`config.mk`:
```
export PLATFORM = sky130hd
export DESIGN_NAME = slp_lane_flat
export DESIGN_NICKNAME = d
export VERILOG_FILES = /design/src/slp_pkg.sv /design/src/slp_ppi_if.sv /design/src/slp_lane.sv /design/src/flat_wrapper.sv
export SDC_FILE = /design/constraint.sdc
export NUM_CORES = 1
export LEC_CHECK = 0
export BUFFER_PORTS_ARGS = -buffer_cell sky130_fd_sc_hd__clkbuf_2
export CAP_MARGIN = 10
export CORE_ASPECT_RATIO = 0.7
export CORE_MARGIN = 8
export CORE_UTILIZATION = 50
export CTS_CLUSTER_DIAMETER = 80
export DETAILED_ROUTE_END_ITERATION = 16
export PLACE_DENSITY_LB_ADDON = 0.08
export SYNTH_ARGS = -nofsm -noshare
export SYNTH_HDL_FRONTEND = slang
export SYNTH_SLANG_ARGS = --single-unit
```
`constraint.sdc`:
```
create_clock -name clk -period 2.45 [get_ports clk]
set_input_delay 0.1225 -clock clk [delete_from_list [all_inputs] [get_ports clk]]
set_output_delay 0.1225 -clock clk [all_outputs]
set_load 0.05 [all_outputs]
```
`src/slp_pkg.sv`:
```
`default_nettype none
package slp_pkg;

	// ****************************************************************
	// Lane line states and timing
	// ****************************************************************

	// Low-power line pair levels, bit 1 is the positive wire.
	localparam logic [1:0] LP_STOP = 2'h3;
	localparam logic [1:0] LP_HS_RQ = 2'h1;
	localparam logic [1:0] LP_ULPS_RQ = 2'h2;
	localparam logic [1:0] LP_ZERO = 2'h0;

	// Transmit lane mode shown on the interconnect.
	localparam logic [1:0] TXM_STOP = 2'h0;
	localparam logic [1:0] TXM_LPDT = 2'h1;
	localparam logic [1:0] TXM_ULPS = 2'h2;
	localparam logic [1:0] TXM_TRIG = 2'h3;

	// Clock cycles per low-power bit on the serial lane.
	localparam int LP_BIT_CYCLES = 4;
	// Clock cycles without a DDR edge before the clock counts as lost.
	localparam int DDR_LOSS_CYCLES = 16;
	// Leader byte that opens a burst, earliest bit in bit 0.
	localparam logic [7:0] SYNC_BYTE = 8'hb8;
	// Bit counts of one byte: last and half DDR edge, and the low-power transmit bit count.
	localparam logic [2:0] LAST_BIT = 3'h7;
	localparam logic [2:0] HALF_BIT = 3'h3;
	localparam logic [3:0] BYTE_BITS = 4'h8;

	// ****************************************************************
	// Controller register map, byte addresses
	// ****************************************************************

	localparam int ADDR_W = 5;
	localparam logic [4:0] REG_CTRL = 5'h00;
	localparam logic [4:0] REG_TXDATA = 5'h04;
	localparam logic [4:0] REG_STATUS = 5'h08;
	localparam logic [4:0] REG_RXDATA = 5'h0c;
	localparam logic [4:0] REG_INT_STATUS = 5'h10;
	localparam logic [4:0] REG_INT_MASK = 5'h14;

	// Control register fields.
	localparam int CTRL_REQ = 0;
	localparam int CTRL_LPDT = 1;
	localparam int CTRL_ULPS = 2;
	localparam int CTRL_TRIG_LO = 4;

	// Interrupt bits.
	localparam int INT_RX_BYTE = 0;
	localparam int INT_SYNC = 1;
	localparam int INT_TX_DONE = 2;
	localparam int INT_TRIG = 3;
	localparam logic [3:0] INT_MASK_RESET = 4'h0;

	// Zero or one bit of a trigger field set.
	function automatic logic atMostOne(input logic [3:0] v);
		atMostOne = (v & (v - 4'h1)) == 4'h0;
	endfunction

	// Exactly one of the escape selects raised.
	function automatic logic oneSelect(input logic lpdt, input logic ulps,
		input logic [3:0] trig);
		logic [5:0] s;
		s = {lpdt, ulps, trig};
		oneSelect = (s != 6'h0) && ((s & (s - 6'h1)) == 6'h0);
	endfunction

endpackage
`default_nettype wire

```
`src/slp_ppi_if.sv`:
```
`timescale 1ns/1ps
`default_nettype none
interface slp_ppi_if;

	logic txRequestEsc;
	logic txLpdtEsc;
	logic txUlpsEsc;
	logic [3:0] txTriggerEsc;
	logic [7:0] txDataEsc;
	logic txValidEsc;
	logic txReadyEsc;
	logic [3:0] rxTriggerEsc;
	logic clk_lane_ddr_clock_present;
	logic clk_lane_ultralow_n;
	logic rxByteClkHs;
	logic [7:0] rxDataHs;
	logic rxValidHs;
	logic rxActiveHs;
	logic rxSyncHs;

	modport lane (
		input txRequestEsc, txLpdtEsc, txUlpsEsc, txTriggerEsc,
		input txDataEsc, txValidEsc,
		output txReadyEsc, rxTriggerEsc,
		output clk_lane_ddr_clock_present, clk_lane_ultralow_n,
		output rxByteClkHs, rxDataHs, rxValidHs, rxActiveHs, rxSyncHs
	);

	modport proto (
		output txRequestEsc, txLpdtEsc, txUlpsEsc, txTriggerEsc,
		output txDataEsc, txValidEsc,
		input txReadyEsc, rxTriggerEsc,
		input clk_lane_ddr_clock_present, clk_lane_ultralow_n,
		input rxByteClkHs, rxDataHs, rxValidHs, rxActiveHs, rxSyncHs
	);

endinterface
`default_nettype wire

```
`src/slp_lane.sv`:
```
// How it works
// - Escape request plus trigger bit sends trigger.
// - Received trigger bit held until Stop state.
// - Protocol raises at most one trigger bit.
// - Eight-bit byte feeds low-power data mode.
// - Bit 0 goes onto the lane first.
// - Byte taken when request, valid, ready high.
// - Ready output shows the byte was accepted.
// - Clock lane flags a DDR clock present.
// - Ultra-low flag low from entry to Stop.
// - Byte clock divided from received DDR clock.
// - Protocol must not expect continuous byte clock.
// - Bytes delivered on byte clock, bit 0 earliest.
// - Protocol captures every byte while valid high.
// - No way to stall received bytes.
// - Receive-active high through whole burst.
// - Sync pulse one byte clock at burst start.
// - Escape request with exactly one select.
// - Low-power data mode lasts until request drops.
`timescale 1ns/1ps
`default_nettype none
module slp_lane #(
	parameter int LP_BIT_CYCLES = slp_pkg::LP_BIT_CYCLES,
	parameter int DDR_LOSS_CYCLES = slp_pkg::DDR_LOSS_CYCLES
) (
	input wire logic clk, // System clock, 50 MHz.
	input wire logic srst, // Synchronous reset, active high.
	slp_ppi_if.lane ppi, // Protocol side.
	input wire logic clkLaneDdr, // Clock lane DDR clock pin.
	input wire logic [1:0] clkLaneLp, // Clock lane low-power pins.
	input wire logic dataLaneHsBit, // Data lane high-speed bit pin.
	input wire logic [1:0] dataLaneLp, // Data lane low-power pins.
	input wire logic [3:0] dataLaneTrig, // Trigger seen on the data lane.
	output logic [1:0] laneTxMode, // Transmit lane mode.
	output logic laneTxBit, // Low-power data bit.
	output logic laneTxStb, // One-cycle strobe per data bit.
	output logic [3:0] laneTxTrig // Trigger being sent.
);

	// ****************************************************************
	// State
	// ****************************************************************

	typedef enum logic [1:0] {
		SLP_TX_IDLE = 2'b00,
		SLP_TX_LPDT = 2'b01,
		SLP_TX_ULPS = 2'b10,
		SLP_TX_TRIG = 2'b11
	} slp_tx_state_t;

	typedef struct packed {
		slp_tx_state_t txState;
		logic [7:0] txShift;
		logic [3:0] txBitsLeft;
		logic [7:0] txTimer;
		logic txReady;
		logic [1:0] txMode;
		logic txBit;
		logic txStb;
		logic [3:0] txTrig;
		logic [3:0] trigS1;
		logic [3:0] trigS2;
		logic [3:0] rxTrig;
		logic [2:0] ddrS;
		logic [1:0] bitS;
		logic [1:0] clkLpS1;
		logic [1:0] clkLpS2;
		logic [1:0] clkLpPrev;
		logic [1:0] datLpS1;
		logic [1:0] datLpS2;
		logic [7:0] ddrTimer;
		logic ddrPresent;
		logic ulpN;
		logic [7:0] assemble;
		logic [2:0] bitCnt;
		logic rxActive;
		logic rxSync;
		logic rxValid;
		logic [7:0] rxData;
		logic byteClk;
	} slp_lane_state_t;

	slp_lane_state_t s_reg, s_next;

	// Both timers are eight bits wide, so larger counts cannot be served.
	if (LP_BIT_CYCLES < 1 || LP_BIT_CYCLES > 255) begin : g_bad_bit
		$error("LP_BIT_CYCLES must be 1 to 255");
	end
	if (DDR_LOSS_CYCLES < 2 || DDR_LOSS_CYCLES > 255) begin : g_bad_loss
		$error("DDR_LOSS_CYCLES must be 2 to 255");
	end

	localparam logic [7:0] BIT_LAST = 8'(LP_BIT_CYCLES - 1);
	localparam logic [7:0] LOSS_LAST = 8'(DDR_LOSS_CYCLES - 1);

	// ****************************************************************
	// Next state
	// ****************************************************************

	// Transmit escape path, receive trigger hold, clock lane and HS receive.
	always_comb begin
		logic accept;
		logic ddrEdge;
		logic dataStop;
		logic [7:0] shifted;
		accept = 1'b0;
		ddrEdge = 1'b0;
		dataStop = 1'b0;
		shifted = 8'h0;
		s_next = s_reg;
		s_next.txStb = 1'b0;

		// Pins pass two flops; DDR edge and ULPS entry also read a third stage.
		s_next.trigS1 = dataLaneTrig;
		s_next.trigS2 = s_reg.trigS1;
		s_next.ddrS = {s_reg.ddrS[1:0], clkLaneDdr};
		s_next.bitS = {s_reg.bitS[0], dataLaneHsBit};
		s_next.clkLpS1 = clkLaneLp;
		s_next.clkLpS2 = s_reg.clkLpS1;
		s_next.clkLpPrev = s_reg.clkLpS2;
		s_next.datLpS1 = dataLaneLp;
		s_next.datLpS2 = s_reg.datLpS1;
		ddrEdge = s_reg.ddrS[1] ^ s_reg.ddrS[2];
		dataStop = s_reg.datLpS2 == slp_pkg::LP_STOP;

		unique case (s_reg.txState)
			SLP_TX_IDLE: begin
				s_next.txMode = slp_pkg::TXM_STOP;
				s_next.txTrig = 4'h0;
				if (ppi.txRequestEsc && slp_pkg::oneSelect(ppi.txLpdtEsc,
					ppi.txUlpsEsc, ppi.txTriggerEsc)) begin
					if (ppi.txLpdtEsc) begin
						s_next.txState = SLP_TX_LPDT;
						s_next.txMode = slp_pkg::TXM_LPDT;
						s_next.txReady = 1'b1;
					end else if (ppi.txUlpsEsc) begin
						s_next.txState = SLP_TX_ULPS;
						s_next.txMode = slp_pkg::TXM_ULPS;
					end else begin
						s_next.txState = SLP_TX_TRIG;
						s_next.txMode = slp_pkg::TXM_TRIG;
						s_next.txTrig = ppi.txTriggerEsc;
					end
				end
			end
			SLP_TX_LPDT: begin
				accept = ppi.txRequestEsc && ppi.txValidEsc && s_reg.txReady;
				if (accept) begin
					s_next.txShift = ppi.txDataEsc;
					s_next.txBitsLeft = slp_pkg::BYTE_BITS;
					s_next.txTimer = 8'h0;
					// ready drops while the byte shifts
					s_next.txReady = 1'b0;
				end else if (s_reg.txBitsLeft != 4'h0) begin
					if (s_reg.txTimer == BIT_LAST) begin
						s_next.txBit = s_reg.txShift[0];
						s_next.txStb = 1'b1;
						s_next.txShift = {1'b0, s_reg.txShift[7:1]};
						s_next.txBitsLeft = s_reg.txBitsLeft - 4'h1;
						s_next.txTimer = 8'h0;
						s_next.txReady = s_reg.txBitsLeft == 4'h1;
					end else begin
						s_next.txTimer = s_reg.txTimer + 8'h1;
					end
				end
				if (!ppi.txRequestEsc) begin
					s_next.txState = SLP_TX_IDLE;
					s_next.txMode = slp_pkg::TXM_STOP;
					s_next.txReady = 1'b0;
					s_next.txBitsLeft = 4'h0;
				end
			end
			SLP_TX_ULPS: begin
				if (!ppi.txRequestEsc) begin
					s_next.txState = SLP_TX_IDLE;
					s_next.txMode = slp_pkg::TXM_STOP;
				end
			end
			SLP_TX_TRIG: begin
				// trigger line stands until request drops
				if (!ppi.txRequestEsc) begin
					s_next.txState = SLP_TX_IDLE;
					s_next.txMode = slp_pkg::TXM_STOP;
					s_next.txTrig = 4'h0;
				end
			end
		endcase

		// trigger held to Stop, a new one wins
		if (dataStop)
			s_next.rxTrig = s_reg.trigS2;
		else
			s_next.rxTrig = s_reg.rxTrig | s_reg.trigS2;

		// DDR clock present while edges keep coming
		if (ddrEdge) begin
			s_next.ddrTimer = 8'h0;
			s_next.ddrPresent = 1'b1;
		end else if (s_reg.ddrTimer == LOSS_LAST) begin
			s_next.ddrPresent = 1'b0;
		end else begin
			s_next.ddrTimer = s_reg.ddrTimer + 8'h1;
		end

		// low from ULPS entry until Stop
		if (s_reg.clkLpS2 == slp_pkg::LP_STOP)
			s_next.ulpN = 1'b1;
		else if (s_reg.clkLpS2 == slp_pkg::LP_ZERO &&
			s_reg.clkLpPrev == slp_pkg::LP_ULPS_RQ)
			s_next.ulpN = 1'b0;

		// byte clock counts DDR edges, eight per byte
		shifted = {s_reg.bitS[1], s_reg.assemble[7:1]};
		if (s_reg.datLpS2 != slp_pkg::LP_ZERO) begin
			// burst ends when the lane leaves HS
			s_next.rxActive = 1'b0;
			s_next.rxValid = 1'b0;
			s_next.rxSync = 1'b0;
			s_next.byteClk = 1'b0;
			s_next.assemble = 8'h0;
		end else if (ddrEdge) begin
			s_next.assemble = shifted;
			if (!s_reg.rxActive) begin
				if (shifted == slp_pkg::SYNC_BYTE) begin
					// sync with first rise of active
					s_next.rxActive = 1'b1;
					s_next.rxSync = 1'b1;
					s_next.byteClk = 1'b1;
					s_next.bitCnt = 3'h0;
				end
			end else begin
				s_next.bitCnt = s_reg.bitCnt + 3'h1;
				if (s_reg.bitCnt == slp_pkg::HALF_BIT)
					s_next.byteClk = 1'b0;
				if (s_reg.bitCnt == slp_pkg::LAST_BIT) begin
					s_next.rxData = shifted;
					s_next.rxValid = 1'b1;
					s_next.rxSync = 1'b0;
					s_next.byteClk = 1'b1;
				end
			end
		end
	end

	// ****************************************************************
	// Registers
	// ****************************************************************

	// Reset clears every field but ulpN, which starts high, and the low-power line stages, which start in Stop.
	always_ff @(posedge clk) begin
		if (srst) begin
			s_reg <= '0;
			s_reg.ulpN <= 1'b1;
			s_reg.clkLpS1 <= slp_pkg::LP_STOP;
			s_reg.clkLpS2 <= slp_pkg::LP_STOP;
			s_reg.clkLpPrev <= slp_pkg::LP_STOP;
			s_reg.datLpS1 <= slp_pkg::LP_STOP;
			s_reg.datLpS2 <= slp_pkg::LP_STOP;
		end else begin
			s_reg <= s_next;
		end
	end

	// ****************************************************************
	// Outputs
	// ****************************************************************

	// All outputs come straight from the state register.
	assign ppi.txReadyEsc = s_reg.txReady;
	assign ppi.rxTriggerEsc = s_reg.rxTrig;
	assign ppi.clk_lane_ddr_clock_present = s_reg.ddrPresent;
	assign ppi.clk_lane_ultralow_n = s_reg.ulpN;
	assign ppi.rxByteClkHs = s_reg.byteClk;
	assign ppi.rxDataHs = s_reg.rxData;
	assign ppi.rxValidHs = s_reg.rxValid;
	assign ppi.rxActiveHs = s_reg.rxActive;
	assign ppi.rxSyncHs = s_reg.rxSync;
	assign laneTxMode = s_reg.txMode;
	assign laneTxBit = s_reg.txBit;
	assign laneTxStb = s_reg.txStb;
	assign laneTxTrig = s_reg.txTrig;

endmodule
`default_nettype wire

```
`src/flat_wrapper.sv`:
```
// flat-port wrapper written by rule: the top's interface ports become plain ports
module slp_lane_flat 
#(
	parameter int LP_BIT_CYCLES = slp_pkg::LP_BIT_CYCLES,
	parameter int DDR_LOSS_CYCLES = slp_pkg::DDR_LOSS_CYCLES
)
  (clk, srst, clkLaneDdr, clkLaneLp, dataLaneHsBit, dataLaneLp, dataLaneTrig, laneTxMode, laneTxBit, laneTxStb, laneTxTrig, ppi_txRequestEsc, ppi_txLpdtEsc, ppi_txUlpsEsc, ppi_txTriggerEsc, ppi_txDataEsc, ppi_txValidEsc, ppi_txReadyEsc, ppi_rxTriggerEsc, ppi_clk_lane_ddr_clock_present, ppi_clk_lane_ultralow_n, ppi_rxByteClkHs, ppi_rxDataHs, ppi_rxValidHs, ppi_rxActiveHs, ppi_rxSyncHs);
  slp_ppi_if ppi_i ();
  input wire logic clk;
  input wire logic srst;
  input wire logic clkLaneDdr;
  input wire logic [1:0] clkLaneLp;
  input wire logic dataLaneHsBit;
  input wire logic [1:0] dataLaneLp;
  input wire logic [3:0] dataLaneTrig;
  output logic [1:0] laneTxMode;
  output logic laneTxBit;
  output logic laneTxStb;
  output logic [3:0] laneTxTrig;
  input wire logic [$bits(ppi_i.txRequestEsc)-1:0] ppi_txRequestEsc;
  input wire logic [$bits(ppi_i.txLpdtEsc)-1:0] ppi_txLpdtEsc;
  input wire logic [$bits(ppi_i.txUlpsEsc)-1:0] ppi_txUlpsEsc;
  input wire logic [$bits(ppi_i.txTriggerEsc)-1:0] ppi_txTriggerEsc;
  input wire logic [$bits(ppi_i.txDataEsc)-1:0] ppi_txDataEsc;
  input wire logic [$bits(ppi_i.txValidEsc)-1:0] ppi_txValidEsc;
  output wire logic [$bits(ppi_i.txReadyEsc)-1:0] ppi_txReadyEsc;
  output wire logic [$bits(ppi_i.rxTriggerEsc)-1:0] ppi_rxTriggerEsc;
  output wire logic [$bits(ppi_i.clk_lane_ddr_clock_present)-1:0] ppi_clk_lane_ddr_clock_present;
  output wire logic [$bits(ppi_i.clk_lane_ultralow_n)-1:0] ppi_clk_lane_ultralow_n;
  output wire logic [$bits(ppi_i.rxByteClkHs)-1:0] ppi_rxByteClkHs;
  output wire logic [$bits(ppi_i.rxDataHs)-1:0] ppi_rxDataHs;
  output wire logic [$bits(ppi_i.rxValidHs)-1:0] ppi_rxValidHs;
  output wire logic [$bits(ppi_i.rxActiveHs)-1:0] ppi_rxActiveHs;
  output wire logic [$bits(ppi_i.rxSyncHs)-1:0] ppi_rxSyncHs;
  assign ppi_i.txRequestEsc = ppi_txRequestEsc;
  assign ppi_i.txLpdtEsc = ppi_txLpdtEsc;
  assign ppi_i.txUlpsEsc = ppi_txUlpsEsc;
  assign ppi_i.txTriggerEsc = ppi_txTriggerEsc;
  assign ppi_i.txDataEsc = ppi_txDataEsc;
  assign ppi_i.txValidEsc = ppi_txValidEsc;
  assign ppi_txReadyEsc = ppi_i.txReadyEsc;
  assign ppi_rxTriggerEsc = ppi_i.rxTriggerEsc;
  assign ppi_clk_lane_ddr_clock_present = ppi_i.clk_lane_ddr_clock_present;
  assign ppi_clk_lane_ultralow_n = ppi_i.clk_lane_ultralow_n;
  assign ppi_rxByteClkHs = ppi_i.rxByteClkHs;
  assign ppi_rxDataHs = ppi_i.rxDataHs;
  assign ppi_rxValidHs = ppi_i.rxValidHs;
  assign ppi_rxActiveHs = ppi_i.rxActiveHs;
  assign ppi_rxSyncHs = ppi_i.rxSyncHs;
  slp_lane #(.LP_BIT_CYCLES(LP_BIT_CYCLES), .DDR_LOSS_CYCLES(DDR_LOSS_CYCLES)) u_core (.clk(clk), .srst(srst), .ppi(ppi_i), .clkLaneDdr(clkLaneDdr), .clkLaneLp(clkLaneLp), .dataLaneHsBit(dataLaneHsBit), .dataLaneLp(dataLaneLp), .dataLaneTrig(dataLaneTrig), .laneTxMode(laneTxMode), .laneTxBit(laneTxBit), .laneTxStb(laneTxStb), .laneTxTrig(laneTxTrig));
endmodule
```
==> impl_metrics.csv <==
group,metric,value,unit
sta,fin_crit_sh,81.38,%
global_route,track_usage,15.21,%
synthesis,syn_area_per_cell,9.183,um2
synthesis,yosys.area_share.xor_xnor,3.744,%
route,drc,0,
pwr,p_leak,1.684,nW
floorplanning,core_area,0.007254,mm2
floorplanning,dieArea,0.01048,mm2
synthesis,synth-compound-area-share,14.33,%
critical_path,cp.required,2740,ps
floorplanning,start_util,51.14,%
route,ant_nets,0,
floorplanning,rows,26,
final_layout,final_util,58.95,%
global_route,overflow,0,
critical_path,crit_arrival,2280,ps
clock_tree,clk_latency,360,ps
clock_tree,clkSinkCount,90,
job,drv_cap,0,
final_layout,n_antenna_cell,0,
floorplanning,num_io_pins,55,
synthesis,muxShareOfSynthArea,2.698,%
sta,finClkSkew,11.82,ps
final_layout,fin_area,0.004277,mm2
sta,tns,0,ps
route,via_per_inst,5.254,
synthesis,synth_top_area_share,48.57,%
pwr,power_per_cell_area,594.2,mW/mm2
min_path,hp-class,"in -> reg",
sta,slew_headroom,54.92,%
critical_path,critPathMaxFanout,11,
synthesis,ys.flop_type,"dfxtp_1",
final_layout,areaGrowthSynthToFinish,15.28,%
placement,postPlaceCellArea,0.003945,mm2
final_layout,nets,492,
critical_path,crit_path_end_kind,"flip-flop",
clock_tree,cts_buffers,9,
synthesis,synth_edf_count,0,
clock_tree,cts_root_buf,"clkbuf_8",
sta,rsz0062_at_grt,"false",
clock_tree,cts_setup_buffers,0,
sta,fin_ws,456.2,ps
synthesis,synthCells,404,
final_layout,drive_gt1_share,20.39,%
route,wl_per_cell,13.38,um
clock_tree,clk_pin_slew,80,ps
sta,drv_slew,0,
synthesis,synthSimpleGateAreaFrac,21.62,%
route,vias,2937,
clock_tree,htreeDepth,3,
clock_tree,cts.path.max_buffers,2,
synthesis,yosysSeqAreaShare,48.57,%
sta,finalHoldViolations,0,
outcome,status,"complete, no violations",
synthesis,synthDistinctLibCells,50,
synthesis,synth_adder_area_share,2.968,%
sta,layout_min_cycle_time,1994,ps
synthesis,synth_warnings,0,
floorplanning,die_w,119.0,um
clock_tree,cts_tree,"built",
placement,dpl.hpwl,5294,um
route,dr.pass1.iters,4,
global_route,antenna_found_initial,0,
global_route,first_global_vias,2849,
pwr,vdd_drop_max,354.4,uV
floorplanning,die_y,88.07,um
global_route,grt_pass1_wl,13060,um
synthesis,synth-async-reset-ratio,0,%
synthesis,synth_top_area_cell,"dfxtp_1",
route,drtIter0Drc,202,
sta,max_freq,501.5,MHz
placement,pre_cts_slack,201.9,ps
critical_path,critPathLaunchType,"flip-flop",
synthesis,ys_top_cells_by_area,"dfxtp_1 49%, a21oi_1 5.5%, nand2_1 4.7%",
synthesis,synthesis.nets,440,
final_layout,largest_reg_flops,50,
synthesis,ys_seq_elements,90,
synthesis,synth_top_family_by_area,"simple AND/OR/NAND/NOR gates",
sta,setup_violations,0,
placement,portBuffers,54,
sta,whs,9.893,ps
placement,place.gp.congestion,0.7803,
route,wl,7480,um
critical_path,worstSetupPathType,"reg -> reg",
sta,worstMarginPinSlew,674.7,ps
synthesis,synthesis.area,0.003710,mm2
global_route,grt_max_degree,40,
-- through the flow --
step | total power [mW] | cells
2_1_floorplan | 1.619 | 404
3_3_place_gp | 1.665 | 527
3_5_place_dp | 1.667 | 527
4_1_cts | 2.578 | 559
5_1_grt | 2.662 | 559
6_report | 2.541 | 559
-- cell usage after synthesis, types with 7 or more instances --
library cell and number:
dfxtp_1 90, nand2_1 46, a21oi_1 41, nor2_1 30, buf_4 18, clkbuf_1 14, nor2b_1 14, nor3_1 11
or2_2 11, mux2i_1 10, nand3_1 9, ha_1 8, xnor2_1 8, a311oi_1 7, o21ai_0 7
-- area by class of cell --
| class | count | area [um2] |
|---|---|---|
| clock buffer | 10 | 127.6 |
| multi-input combinational | 273 | 1685 |
| clock inverter | 6 | 41.29 |
| sequential | 90 | 1802 |
| timing repair buffer | 76 | 475.5 |
| tap | 98 | 122.6 |
| fill | 667 | 2978 |
| inverter | 6 | 22.52 |
-- kinds of logic after synthesis --
kind of cell / Yosys count
DFF: 90
xor gates and xnor gates: 15
and+or+nand+nor: 154
muxes: 10
buffers and inverters: 41
AOI/OAI and AO/OA: 85
adders and majority gates: 9
-- path summary, 6_finish.rpt --
| path | slack, ps | endpoint | depth (start not counted) | startpoint |
|---|---|---|---|---|
| max reg2reg | 460 | u_core.laneTxBit$_SDFFE_PP0P_ | 5 | u_core.s_reg[69]$_SDFFE_PP0P_ |
| min reg2reg | 410 | u_core.s_reg[33]$_SDFF_PP1_ | 1 | u_core.s_next[33]$_SDFF_PP1_ |
| min | 10 | u_core.s_reg[88]$_SDFFE_PP0P_ | 3 | ppi_txDataEsc[7] |
| max | 460 | u_core.laneTxBit$_SDFFE_PP0P_ | 5 | u_core.s_reg[69]$_SDFFE_PP0P_ |
-- layout by cell type (no fill, tap or decap), types with 4 or more instances in the layout --
cell type       n
dlygate4sd3_1  16
clkbuf_2       54
or3_1           4
nor2_1         29
nand2b_1        4
xor2_1          6
mux2i_1        10
nor2b_1        14
nand2_1        46
inv_1           6
nand3_1         9
nor3_1         11
a22o_1          4
dfxtp_1        90
ha_1            8
nand4_1         5
xnor2_1         8
a21oi_1        41
a31oi_1         5
a311oi_1        7
clkbuf_8        9
o21ai_0         7
or2_2          11
buf_4           6
o211ai_1        4
-- where the power goes --
part / internal (mW) / switching (mW)
clock: 0.368 / 0.521
combinational: 0.0668 / 0.0848
sequential: 1.49 / 0.0123
-- repair_timing --
item                                    CTS  global route
hold buffers                             16             0
endpoints found under the setup margin    0             1
resized for setup                         0             1
endpoints found under the hold margin    16             0
-- layer usage --
metal  vias to the layer above  global-route usage, %  wire, um
li1                       1488                      -         -
met1                      1379                  19.22      3799
met2                        61                  23.42      3140
met3                         9                  6.246       449
met4                         0                  4.457        91
met5                         -                      0         0
-- worst max-delay path: stages, from the launching register on --
cell     delay [ps]
dfxtp_1         360
ha_1            210
nor4b_4         290
nand4_1         440
or3b_1          490
a21oi_1         120
Power figures use the tool's default switching activity.
